File: src/gsa_map.vh
// Offsets, field positions and reset values of the global access window
`ifndef GSA_MAP_VH
`define GSA_MAP_VH
`define GSA_ADDR_OFFSET 12'hff8
`define GSA_DATA_OFFSET 12'hffc
`define GSA_TGT_MSB 18
`define GSA_TGT_LSB 2
`define GSA_TGT_RESET 17'h0_0000
`define GSA_ADDR_RESET 32'h0000_0000
`define GSA_DATA_RESET 32'h0000_0000
`endif

File: src/gsa_fwd.v
// Forwarding sequencer toward the global register space
`timescale 1ns/1ps
module gsa_fwd (
	input wire core_clk,
	input wire rst_n,
	input wire start,
	input wire start_write,
	input wire [3:0] start_be,
	input wire [31:0] start_wdata,
	input wire [18:2] target,
	output reg g_req,
	output reg g_write,
	output reg [18:2] g_addr,
	output reg [3:0] g_be,
	output reg [31:0] g_wdata,
	input wire g_ack,
	input wire [31:0] g_rdata,
	output reg done,
	output reg [31:0] rdata
);
	localparam ST_IDLE = 1'b0;
	localparam ST_WAIT = 1'b1;
	reg state;
	always @(posedge core_clk) begin
		if (!rst_n) begin
			state <= ST_IDLE;
			g_req <= 1'b0;
			g_write <= 1'b0;
			g_addr <= 17'h0_0000;
			g_be <= 4'h0;
			g_wdata <= 32'h0000_0000;
			done <= 1'b0;
			rdata <= 32'h0000_0000;
		end else begin
			done <= 1'b0;
			case (state)
			ST_IDLE: begin
				if (start) begin
					// same byte enables
					g_be <= start_be;
					g_req <= 1'b1;
					g_write <= start_write;
					g_addr <= target;
					g_wdata <= start_wdata;
					state <= ST_WAIT;
				end
			end
			ST_WAIT: begin
				if (g_ack) begin
					g_req <= 1'b0;
					// completion after target answers
					rdata <= g_write ? 32'h0000_0000 : g_rdata;
					done <= 1'b1;
					state <= ST_IDLE;
				end
			end
			default: state <= ST_IDLE;
			endcase
		end
	end
endmodule // gsa_fwd

File: src/gsa_window.v
// Per-port indirect access window into the global register space
// Functional notes
// Address register holds target bits 18:2; bits 1:0 and 31:19 read zero.
// Data register read returns the global register at the target address.
// Data register write updates the global register at the target address.
// Forwarded accesses use the byte enables of the original access.
// SMBus data accesses read zero, writes ignored, nothing forwarded.
// Software never targets any port's window address or data register.
// Software never targets any extended config address or data register.
// Data read completes only after the forwarded global read finishes.
`timescale 1ns/1ps
`include "gsa_map.vh"
module gsa_window (
	input wire core_clk,
	input wire rst_n,
	input wire cfg_req,
	input wire cfg_write,
	input wire [11:0] cfg_addr,
	input wire [3:0] cfg_be,
	input wire [31:0] cfg_wdata,
	input wire cfg_smbus,
	output wire cfg_ready,
	output reg cfg_done,
	output reg [31:0] cfg_rdata,
	output wire g_req,
	output wire g_write,
	output wire [18:2] g_addr,
	output wire [3:0] g_be,
	output wire [31:0] g_wdata,
	input wire g_ack,
	input wire [31:0] g_rdata
);
	// Accepted-access kinds, sorted out while the window is idle
	localparam KIND_NONE = 3'b000;
	localparam KIND_ADDR_WR = 3'b001;
	localparam KIND_ADDR_RD = 3'b010;
	localparam KIND_FWD = 3'b011;
	localparam KIND_SMBUS = 3'b100;
	localparam KIND_UNMAPPED = 3'b101;
	// Window states: idle, or waiting on a forwarded access
	localparam WIN_IDLE = 1'b0;
	localparam WIN_FWD = 1'b1;
	reg [`GSA_TGT_MSB:`GSA_TGT_LSB] target_address_field;
	reg [`GSA_TGT_MSB:`GSA_TGT_LSB] next_target;
	reg win_state;
	reg next_win_state;
	reg next_cfg_done;
	reg [31:0] next_cfg_rdata;
	reg [2:0] access_kind;
	wire busy;
	wire fwd_done;
	wire [31:0] fwd_rdata;
	wire take;
	wire hit_addr;
	wire hit_data;
	wire fwd_start;
	function [7:0] be_byte;
		input be;
		begin
			be_byte = be ? 8'hff : 8'h00;
		end
	endfunction
	wire [31:0] be_mask;
	wire [31:0] addr_view;
	// Four byte enables widened to a full word mask
	function [31:0] lane_mask;
		input [3:0] be;
		begin
			lane_mask = {be_byte(be[3]), be_byte(be[2]),
				be_byte(be[1]), be_byte(be[0])};
		end
	endfunction
	// Exact match of a register offset
	function reg_hit;
		input [11:0] addr;
		input [11:0] offset;
		begin
			reg_hit = addr == offset;
		end
	endfunction
	// Only enabled lanes of the field take the new value
	function [16:0] merge_field;
		input [16:0] old_value;
		input [16:0] new_value;
		input [16:0] mask;
		begin
			merge_field = (old_value & ~mask)
				| (new_value & mask);
		end
	endfunction
	assign be_mask = lane_mask(cfg_be);
	// reserved bits read zero
	assign addr_view = {13'h0000, target_address_field, 2'h0};
	assign busy = win_state == WIN_FWD;
	// Stall new accesses while a forwarded one is outstanding
	assign cfg_ready = !busy;
	assign take = cfg_req && !busy;
	assign hit_addr = reg_hit(cfg_addr, `GSA_ADDR_OFFSET);
	assign hit_data = reg_hit(cfg_addr, `GSA_DATA_OFFSET);
	// SMBus never forwards
	assign fwd_start = take && hit_data && !cfg_smbus;
	// no self-check, a self-targeting window is undefined anyway
	// extended config targets likewise left unchecked
	// The forward path wins, so of data accesses only an SMBus one completes locally
	always @* begin
		access_kind = KIND_NONE;
		if (take) begin
			if (fwd_start) begin
				access_kind = KIND_FWD;
			end else if (hit_data) begin
				access_kind = KIND_SMBUS;
			end else if (hit_addr && cfg_write) begin
				access_kind = KIND_ADDR_WR;
			end else if (hit_addr) begin
				access_kind = KIND_ADDR_RD;
			end else begin
				access_kind = KIND_UNMAPPED;
			end
		end
	end
	// Next state and completion of the accepted access
	always @* begin
		next_win_state = win_state;
		next_target = target_address_field;
		next_cfg_done = 1'b0;
		next_cfg_rdata = cfg_rdata;
		case (win_state)
		WIN_IDLE: begin
			case (access_kind)
			KIND_NONE: begin
				next_win_state = WIN_IDLE;
			end
			KIND_FWD: begin
				next_win_state = WIN_FWD;
			end
			KIND_ADDR_WR: begin
				next_cfg_done = 1'b1;
				next_cfg_rdata = 32'h0000_0000;
				// writable target bits only
				next_target = merge_field(target_address_field,
					cfg_wdata[`GSA_TGT_MSB:`GSA_TGT_LSB],
					be_mask[`GSA_TGT_MSB:`GSA_TGT_LSB]);
			end
			KIND_ADDR_RD: begin
				next_cfg_done = 1'b1;
				next_cfg_rdata = addr_view;
			end
			KIND_SMBUS: begin
				// read zero, write dropped
				next_cfg_done = 1'b1;
				next_cfg_rdata = 32'h0000_0000;
			end
			KIND_UNMAPPED: begin
				next_cfg_done = 1'b1;
				next_cfg_rdata = 32'h0000_0000;
			end
			default: begin
				next_win_state = WIN_IDLE;
			end
			endcase
		end
		WIN_FWD: begin
			if (fwd_done) begin
				next_win_state = WIN_IDLE;
				next_cfg_done = 1'b1;
				// data read returns target value
				next_cfg_rdata = fwd_rdata;
			end
		end
		default: begin
			next_win_state = WIN_IDLE;
		end
		endcase
	end
	// Busy while a forwarded access is outstanding
	always @(posedge core_clk) begin
		if (!rst_n) begin
			win_state <= WIN_IDLE;
		end else begin
			win_state <= next_win_state;
		end
	end
	// target register, reset to zero
	always @(posedge core_clk) begin
		if (!rst_n) begin
			target_address_field <= `GSA_TGT_RESET;
		end else begin
			target_address_field <= next_target;
		end
	end
	always @(posedge core_clk) begin
		if (!rst_n) begin
			cfg_done <= 1'b0;
		end else begin
			cfg_done <= next_cfg_done;
		end
	end
	// Read data holds until the next completion
	always @(posedge core_clk) begin
		if (!rst_n) begin
			cfg_rdata <= `GSA_DATA_RESET;
		end else begin
			cfg_rdata <= next_cfg_rdata;
		end
	end
	// write forwarded to target
	gsa_fwd u_fwd (
		.core_clk(core_clk),
		.rst_n(rst_n),
		.start(fwd_start),
		.start_write(cfg_write),
		.start_be(cfg_be),
		.start_wdata(cfg_wdata),
		.target(target_address_field),
		.g_req(g_req),
		.g_write(g_write),
		.g_addr(g_addr),
		.g_be(g_be),
		.g_wdata(g_wdata),
		.g_ack(g_ack),
		.g_rdata(g_rdata),
		.done(fwd_done),
		.rdata(fwd_rdata)
	);
endmodule // gsa_window

File: config.mk
export PLATFORM = sky130hd
export DESIGN_NAME = gsa_window
export DESIGN_NICKNAME = d
export VERILOG_FILES = /design/src/gsa_fwd.v /design/src/gsa_window.v
export VERILOG_INCLUDE_DIRS = /design/src /design/src/src
export SDC_FILE = /design/constraint.sdc
export NUM_CORES = 1
export LEC_CHECK = 0
export BUFFER_PORTS_ARGS = -buffer_cell sky130_fd_sc_hd__buf_2
export CORE_MARGIN = 2
export CORE_UTILIZATION = 45
export DETAILED_ROUTE_END_ITERATION = 10
export GPL_TIMING_DRIVEN = 1
export PLACE_DENSITY = 0.82
export SYNTH_ARGS = -nofsm -noshare
export SYNTH_HDL_FRONTEND = slang
export SYNTH_SLANG_ARGS = --single-unit
File: constraint.sdc
create_clock -name core_clk -period 5 [get_ports core_clk]
set_input_delay 1.25 -clock core_clk [delete_from_list [all_inputs] [get_ports core_clk]]
set_output_delay 1.25 -clock core_clk [all_outputs]
set_load 0.005 [all_outputs]
==> key figures, run 1 <==
Status
  – Status: complete, no violations

Timing
  – Least-Margin Pin Slew: 1.25 ns
  – Final hold vios: 0
  – RSZ-0062 raised after global routing: false
  – Tcrit/Tclk final: 61.1%
  – Hold_ws: 0.455 ns
  – Slew margin rel.: 16.2%
  – Total negative setup slack: 0 ns
  – Final Setup Violations: 0
  – Fmax: 327 MHz
  – Worst Clk Skew: 0.00545 ns
  – Final Max Slew Viols: 0
  – Minimum clock period after layout: 3.05 ns

Power and ir drop
  – P per Cell Area: 346 nW/um2
  – Comb power frac: 4.6%
  – Leakage Power: 0.00304 uW
  – Internal power: 1860 uW
  – VDD IR max: 0.000199 V
  – P_sw: 526 uW
  – Power share of the clock group: 48.2%
  – Sequential Power Share: 47.3%
  – Sw frac: 22.0%

Drt
  – Antenna Violating Nets Remaining: 0
  – Iter 0 DRT Violations: 219
  – Routed via count: 4433
  – DR WL/cell: 15.8 um
  – 1st-pass router iterations: 4
  – Final WL: 13300 um
  – Residual DRC count: 0
  – DR vias/cell: 5.26

Synth
  – Sequential fraction of the synthesis area: 51.4%
  – Largest cells by area after synthesis: dfxtp_1 51%, mux2i_1 13%, nand2_1 7.5%
  – Compound-Gate Fraction of Synth Area: 17.2%
  – Largest family of logic cells by synthesized area: compound AO/OA/AOI/OAI gates
  – Share of synthesized registers carrying an async set or reset: 0%
  – Area leader, netlist: dfxtp_1
  – Unique masters post-synth: 39
  – Post-Syn Nets: 611
  – Syn avg cell area: 10.4 um2
  – Cell Area, Synth: 5450 um2
  – Synth warn: 0
  – Mapped Cells: 525
  – Ys flop type: dfxtp_1
  – Post-Synth XOR/XNOR Area: 0%
  – Synthesis-stage register bit count: 140
  – Mux share of post-synthesis cell area: 13.2%
  – Post-Synth Adder-Cell Area: 0%
  – Post-synth EDFFs: 0
  – Top-area cell type share of the netlist area: 51.4%
  – Simple logic cell fraction of the synthesized area: 11.5%

Floorplanning
  – DIE AREA: 13000 um2
  – Rows: 40
  – Initial Util: 45.8%
  – CORE AREA: 11900 um2
  – Die Wd: 114 um
  – IO Count: 175
  – Die height: 114 um

Placement
  – # port buffers: 174
  – Post-DP HPWL: 9580 um
  – Routability cong.: 0.789

Setup path
  – Crit end category: flop
  – CP Data Required Time: 5.33 ns
  – R2r endpoint: u_fwd.g_wdata[23]
  – Reg2reg path depth: 6
  – Critical path origin: rst_n
  – Worst r2r src: busy
  – Max Fanout on Critical Path: 74
  – Crit path kind: input port to flop
  – CP Launch Type: input port
  – Setup crit end: u_fwd.rdata[5]
  – Arr. time, crit path: 3.39 ns
  – Reg2Reg Setup Slack: 2.51 ns

Worst hold path
  – HP Class: flop to flop

Layout
  – Most common cell after layout, fill and taps aside: buf_2
  – Nets: 768
  – Area growth from synthesis to layout: 26.3%
  – Layout cells sized above 1: 34.0%
  – Fill cells: 1027
  – Most frequent cells in the layout: 173 x buf_2, 140 x dfxtp_1, 109 x nand2_1, 71 x mux2i_1, 34 x inv_1

Global routing
  – Grt ovf: 0
  – Number of global-route vias before repair: 4259
  – First-pass GRT wire length: 21000 um
  – Initial antenna violation count: 1
  – Largest net degree at the start of global routing: 75
  – GRT Overall Usage: 20.5%

Clocking
  – Cts bufs inserted: 17
  – CTS tree: done
  – # H-tree levels: 4
  – Post-CTS Hold Fix Bufs: 0
  – Setup bufs post-CTS: 0
  – Clk root buf: clkbuf_16
  – Worst-Skew Late Latency: 0.40 ns
  – # resized after CTS: 0
  – Clock Path Buffers: 2
  – Clock Sinks: 140
  – Reg clk slew, reported paths: 0.06 ns

Run
  – Max Cap Violations: 0
## synth_stat cells (2+ instances only)
master    number
dfxtp_1      140
nand2_1      109
mux2i_1       71
inv_1         34
a22o_1        32
clkbuf_1      27
a21oi_1       17
a32o_1        15
a211oi_2      10
o221a_1       10
a211oi_1       7
buf_6          7
o221a_2        7
buf_2          4
nand2b_1       3
nand3_1        3
o21a_1         3
and2_1         2
and3_1         2
nor2b_1        2
nor4_4         2
## layout make-up
| class | instances | area (um2) | area share (%) |
|---|---|---|---|
| Tap cell | 147 | 184 | 2.67 |
| Inverter | 35 | 131 | 1.91 |
| Sequential cell | 140 | 2800 | 40.7 |
| Multi-Input combinational cell | 309 | 2300 | 33.4 |
| Timing Repair Buffer | 179 | 923 | 13.4 |
| Clock buffer | 19 | 443 | 6.43 |
| Clock inverter | 13 | 101 | 1.47 |
| Antenna cell | 1 | 2.50 | 0.0363 |
## worst min-delay path by stage
stage | from | slack [ns] | cells past startpoint | end
4_1_cts | u_fwd.g_be[0] | 0.46 | 2 | u_fwd.g_be[0]
5_1_grt | u_fwd.g_addr[5] | 0.47 | 2 | u_fwd.g_addr[5]
6_report | u_fwd.g_wdata[15] | 0.45 | 2 | u_fwd.g_wdata[15]
2_1_floorplan | u_fwd.rdata[0] | 0.44 | 1 | cfg_rdata[0]
3_5_place_dp | u_fwd.g_be[0] | 0.44 | 2 | u_fwd.g_be[0]
3_3_place_gp | u_fwd.g_wdata[27] | 0.44 | 2 | u_fwd.g_wdata[27]
## kinds of logic after synthesis
| family | after synthesis |
|---|---|
| AOI/OAI and AO/OA | 105 |
| buffers and inverters | 76 |
| DFF | 140 |
| muxes | 72 |
| and+or+nand+nor | 132 |
## critical path, stage by stage
cell and delay (ns):
buf_4 0.55, and3_1 0.26, nor2b_2 0.99, a22o_1 0.28
## power by group through the flow
stage               registers [uW]  logic (uW)  clock network (uW)
finish                        1130         109                1150
global route                  1130         119                1220
CTS                           1130         109                1160
detailed placement            1150         108                   0
global placement              1150         105                   0
floorplan                     1150        54.6                   0
## routing by layer
layer  vias to the layer above  wire [um]  GRT usage, %  share of wire (%)
met5                         -          0             0                  0
met4                         0        211          7.89                1.6
met3                        16        764          5.29                5.8
met2                       143       6600          34.3                 50
met1                      2113       5710          25.3                 43
li1                       2161          -             -                  -
## per-stage QoR
| stage | total power (uW) | util, % | setup slack [ns] | instances | cell area (um2) |
|---|---|---|---|---|---|
| after global placement | 1260 | 53.2 | 1.65 | 810 | 6340 |
| after detailed placement | 1260 | 53.2 | 1.57 | 810 | 6340 |
| after floorplan | 1210 | - | 2.42 | 525 | 5450 |
| after global routing | 2470 | 57.8 | 1.76 | 843 | 6890 |
| after CTS | 2400 | 57.8 | 1.98 | 842 | 6890 |
| final | 2390 | 57.8 | 1.95 | 843 | 6890 |
Power figures use the tool's default switching activity.
==> run 2, diff against run 1 <==
--- a/config.mk
+++ b/config.mk
@@ -6,12 +6,13 @@
 export SDC_FILE = /design/constraint.sdc
 export NUM_CORES = 1
 export LEC_CHECK = 0
+export ABC_AREA = 1
 export BUFFER_PORTS_ARGS = -buffer_cell sky130_fd_sc_hd__buf_2
 export CORE_MARGIN = 2
 export CORE_UTILIZATION = 45
 export DETAILED_ROUTE_END_ITERATION = 10
 export GPL_TIMING_DRIVEN = 1
-export PLACE_DENSITY = 0.82
+export PLACE_DENSITY = 0.81
 export SYNTH_ARGS = -nofsm -noshare
 export SYNTH_HDL_FRONTEND = slang
 export SYNTH_SLANG_ARGS = --single-unit
==> constraint.sdc (replaced) <==
create_clock -name core_clk -period 3.1 [get_ports core_clk]
set_input_delay 0.775 -clock core_clk [delete_from_list [all_inputs] [get_ports core_clk]]
set_output_delay 0.775 -clock core_clk [all_outputs]
set_load 0.005 [all_outputs]
==> key figures, run 2 <==
Status
  – Status: complete, no violations

Clocking
  – Cts bufs inserted: 17 (unchanged)
  – Reg clk slew, reported paths: 0.06 ns (about the same)
  – Clock Path Buffers: 2 (unchanged)
  – Setup bufs post-CTS: 0 (unchanged)
  – CTS tree: done
  – Post-CTS Hold Fix Bufs: 0 (unchanged)
  – Worst-Skew Late Latency: 0.41 ns (about the same)
  – # H-tree levels: 4 (unchanged)
  – Clk root buf: clkbuf_16
  – # resized after CTS: 0 (unchanged)
  – Clock Sinks: 140 (unchanged)

Power and ir drop
  – VDD IR max: 0.000291 V (+46%)
  – P per Cell Area: 562 nW/um2 (+62%)
  – Leakage Power: 0.00365 uW (+20%)
  – Design Power: 4150 uW (+74%)

Placement
  – Placed cell areas: 6760 um2 (+6.6%)
  – # port buffers: 174 (unchanged)
  – Post-DP HPWL: 9580 um (about the same)
  – Routability cong.: 0.817 (+3.5%)

Synth
  – Ys flop type: dfxtp_1
  – Syn avg cell area: 7.11 um2 (-32%)
  – Mapped Cells: 815 (+55%)
  – Synth warn: 0 (unchanged)
  – Top-area cell type share of the netlist area: 48.4% (-3.0 points)
  – Post-synth EDFFs: 0 (unchanged)
  – Area leader, netlist: dfxtp_1
  – Count leader, synth: nand2_1
  – Cell Area, Synth: 5790 um2 (+6.3%)
  – Unique masters post-synth: 25 (-36%)
  – Largest cells by area after synthesis: dfxtp_1 48%, nand3_1 10%, nand2_1 9.8%
  – Share of synthesized registers carrying an async set or reset: 0% (unchanged)
  – Sequential fraction of the synthesis area: 48.4% (-3.0 points)
  – Top cells by count, synth: 151 x nand2_1, 150 x inv_1, 140 x dfxtp_1, 116 x nand3_1, 63 x a21oi_1
  – Synthesis-stage register bit count: 140 (unchanged)
  – Post-Syn Nets: 901 (+47%)

Setup path
  – Max Fanout on Critical Path: 19 (-74%)
  – CP Launch Type: flop
  – Critical path origin: busy
  – Worst r2r src: busy
  – Setup crit end: cfg_rdata[30]
  – Reg2Reg Setup Slack: 0.86 ns (-1.65 ns)
  – Crit path kind: flop to flop
  – R2r endpoint: cfg_rdata[30]
  – Arr. time, crit path: 2.53 ns (-0.86 ns)
  – Reg2reg path depth: 5 (-1)
  – CP Data Required Time: 3.39 ns (-1.94 ns)
  – Crit end category: flop

Layout
  – Most frequent cells in the layout: 173 x buf_2, 151 x nand2_1, 150 x inv_1, 140 x dfxtp_1, 116 x nand3_1
  – Antenna Cells: 0 (-1)
  – Layout cells sized above 1: 25.0% (-9.0 points)
  – Area growth from synthesis to layout: 27.5%
  – Most common cell after layout, fill and taps aside: buf_2
  – Final instance area: 7390 um2 (+7.3%)
  – Nets: 1057 (+38%)

Drt
  – Iter 0 DRT Violations: 329 (+50%)
  – Residual DRC count: 0 (unchanged)
  – 1st-pass router iterations: 5 (+1)
  – Antenna Violating Nets Remaining: 0 (unchanged)
  – DR WL/cell: 12.0 um (-24%)
  – DR vias/cell: 4.65 (-12%)
  – Routed via count: 5373 (+21%)
  – Final WL: 13900 um (+4.7%)

Timing
  – Final hold vios: 0 (unchanged)
  – Worst Clk Skew: 0.00762 ns (+0.00217 ns)
  – Final Setup Violations: 0 (unchanged)
  – Tcrit/Tclk final: 72.2%
  – Hold_ws: 0.440 ns (-0.0149 ns)
  – Total negative setup slack: 0 ns (unchanged)
  – Fmax: 447 MHz
  – Minimum clock period after layout: 2.24 ns
  – Final Max Slew Viols: 0 (unchanged)
  – Slew margin rel.: 25.5% (+9.3 points)
  – Least-Margin Pin Slew: 1.12 ns (-0.136 ns)
  – RSZ-0062 raised after global routing: false

Floorplanning
  – IO Count: 175 (unchanged)
  – CORE AREA: 12600 um2 (+5.9%)
  – Die Wd: 117 um (+3.0%)
  – Initial Util: 45.9% (+0.14 points)
  – DIE AREA: 13800 um2 (+6.0%)
  – Die height: 117 um (+3.0%)
  – Rows: 41 (+2.5%)

Worst hold path
  – HP Class: flop to flop

Global routing
  – GRT Overall Usage: 20.6% (+0.13 points)
  – Initial antenna violation count: 0 (-1)
  – Grt ovf: 0 (unchanged)
  – Number of global-route vias before repair: 5050 (+19%)
  – Largest net degree at the start of global routing: 109 (+45%)
  – First-pass GRT wire length: 23300 um (+11%)

Run
  – Max Cap Violations: 0 (unchanged)
[run 2: metrics by stage]
stage,worst slack [ns],utilization [%],instances
6_report,0.862,58.6,1156
5_1_grt,0.763,58.6,1156
4_1_cts,0.895,58.6,1156
3_5_place_dp,0.754,53.5,1124
3_3_place_gp,0.835,53.5,1124
2_1_floorplan,1.17,-,815
[run 2: critical path: stages (launching register included)]
cell and delay [ns]:
dfxtp_1 0.53, nand2_1 0.56, nand2_4 0.44, clkinv_2 0.35, nand2_1 0.15, a21oi_1 0.07
[run 2: kinds of logic after synthesis]
logic type             Yosys count  synth area share, %
AO/OA/AOI/OAI                  127                 11.7
buffers and inverters          200                 13.6
flip-flops                     140                 48.4
AND/OR/NAND/NOR                348                 26.2
[run 2: metal layers]
layer / GRT usage, % / up-vias / wire length [um]
met2: 34.5 / 150 / 6650
met3: 4.94 / 14 / 812
met4: 6.02 / 0 / 182
met5: 0 / - / 0
met1: 26.4 / 2383 / 6260
li1: - / 2826 / -
[run 2: worst min path at each step]
| stage | slack, ns | depth (start not counted) | from | end |
|---|---|---|---|---|
| floorplan | 0.44 | 2 | u_fwd.g_addr[12] | u_fwd.g_addr[12] |
| global placement | 0.43 | 2 | u_fwd.g_addr[16] | u_fwd.g_addr[16] |
| detailed placement | 0.43 | 2 | u_fwd.g_wdata[17] | u_fwd.g_wdata[17] |
| CTS | 0.44 | 2 | u_fwd.g_wdata[17] | u_fwd.g_wdata[17] |
| global route | 0.46 | 2 | u_fwd.g_wdata[10] | u_fwd.g_wdata[10] |
| finish | 0.44 | 2 | u_fwd.g_wdata[17] | u_fwd.g_wdata[17] |
[run 2: power by group]
group          internal [uW]  switching, uW
Sequential              1810           6.04
Clock                   1370            772
Combinational           81.7            114
[run 2: area by class of cell]
cell class	instances	area [um2]
fillers	1230	5230
flip-flops and latches	140	2800
multi-input cells	475	2200
repair buffers	184	961
inverters	153	576
clock buffers	18	439
well taps	172	215
clock inverters	14	193
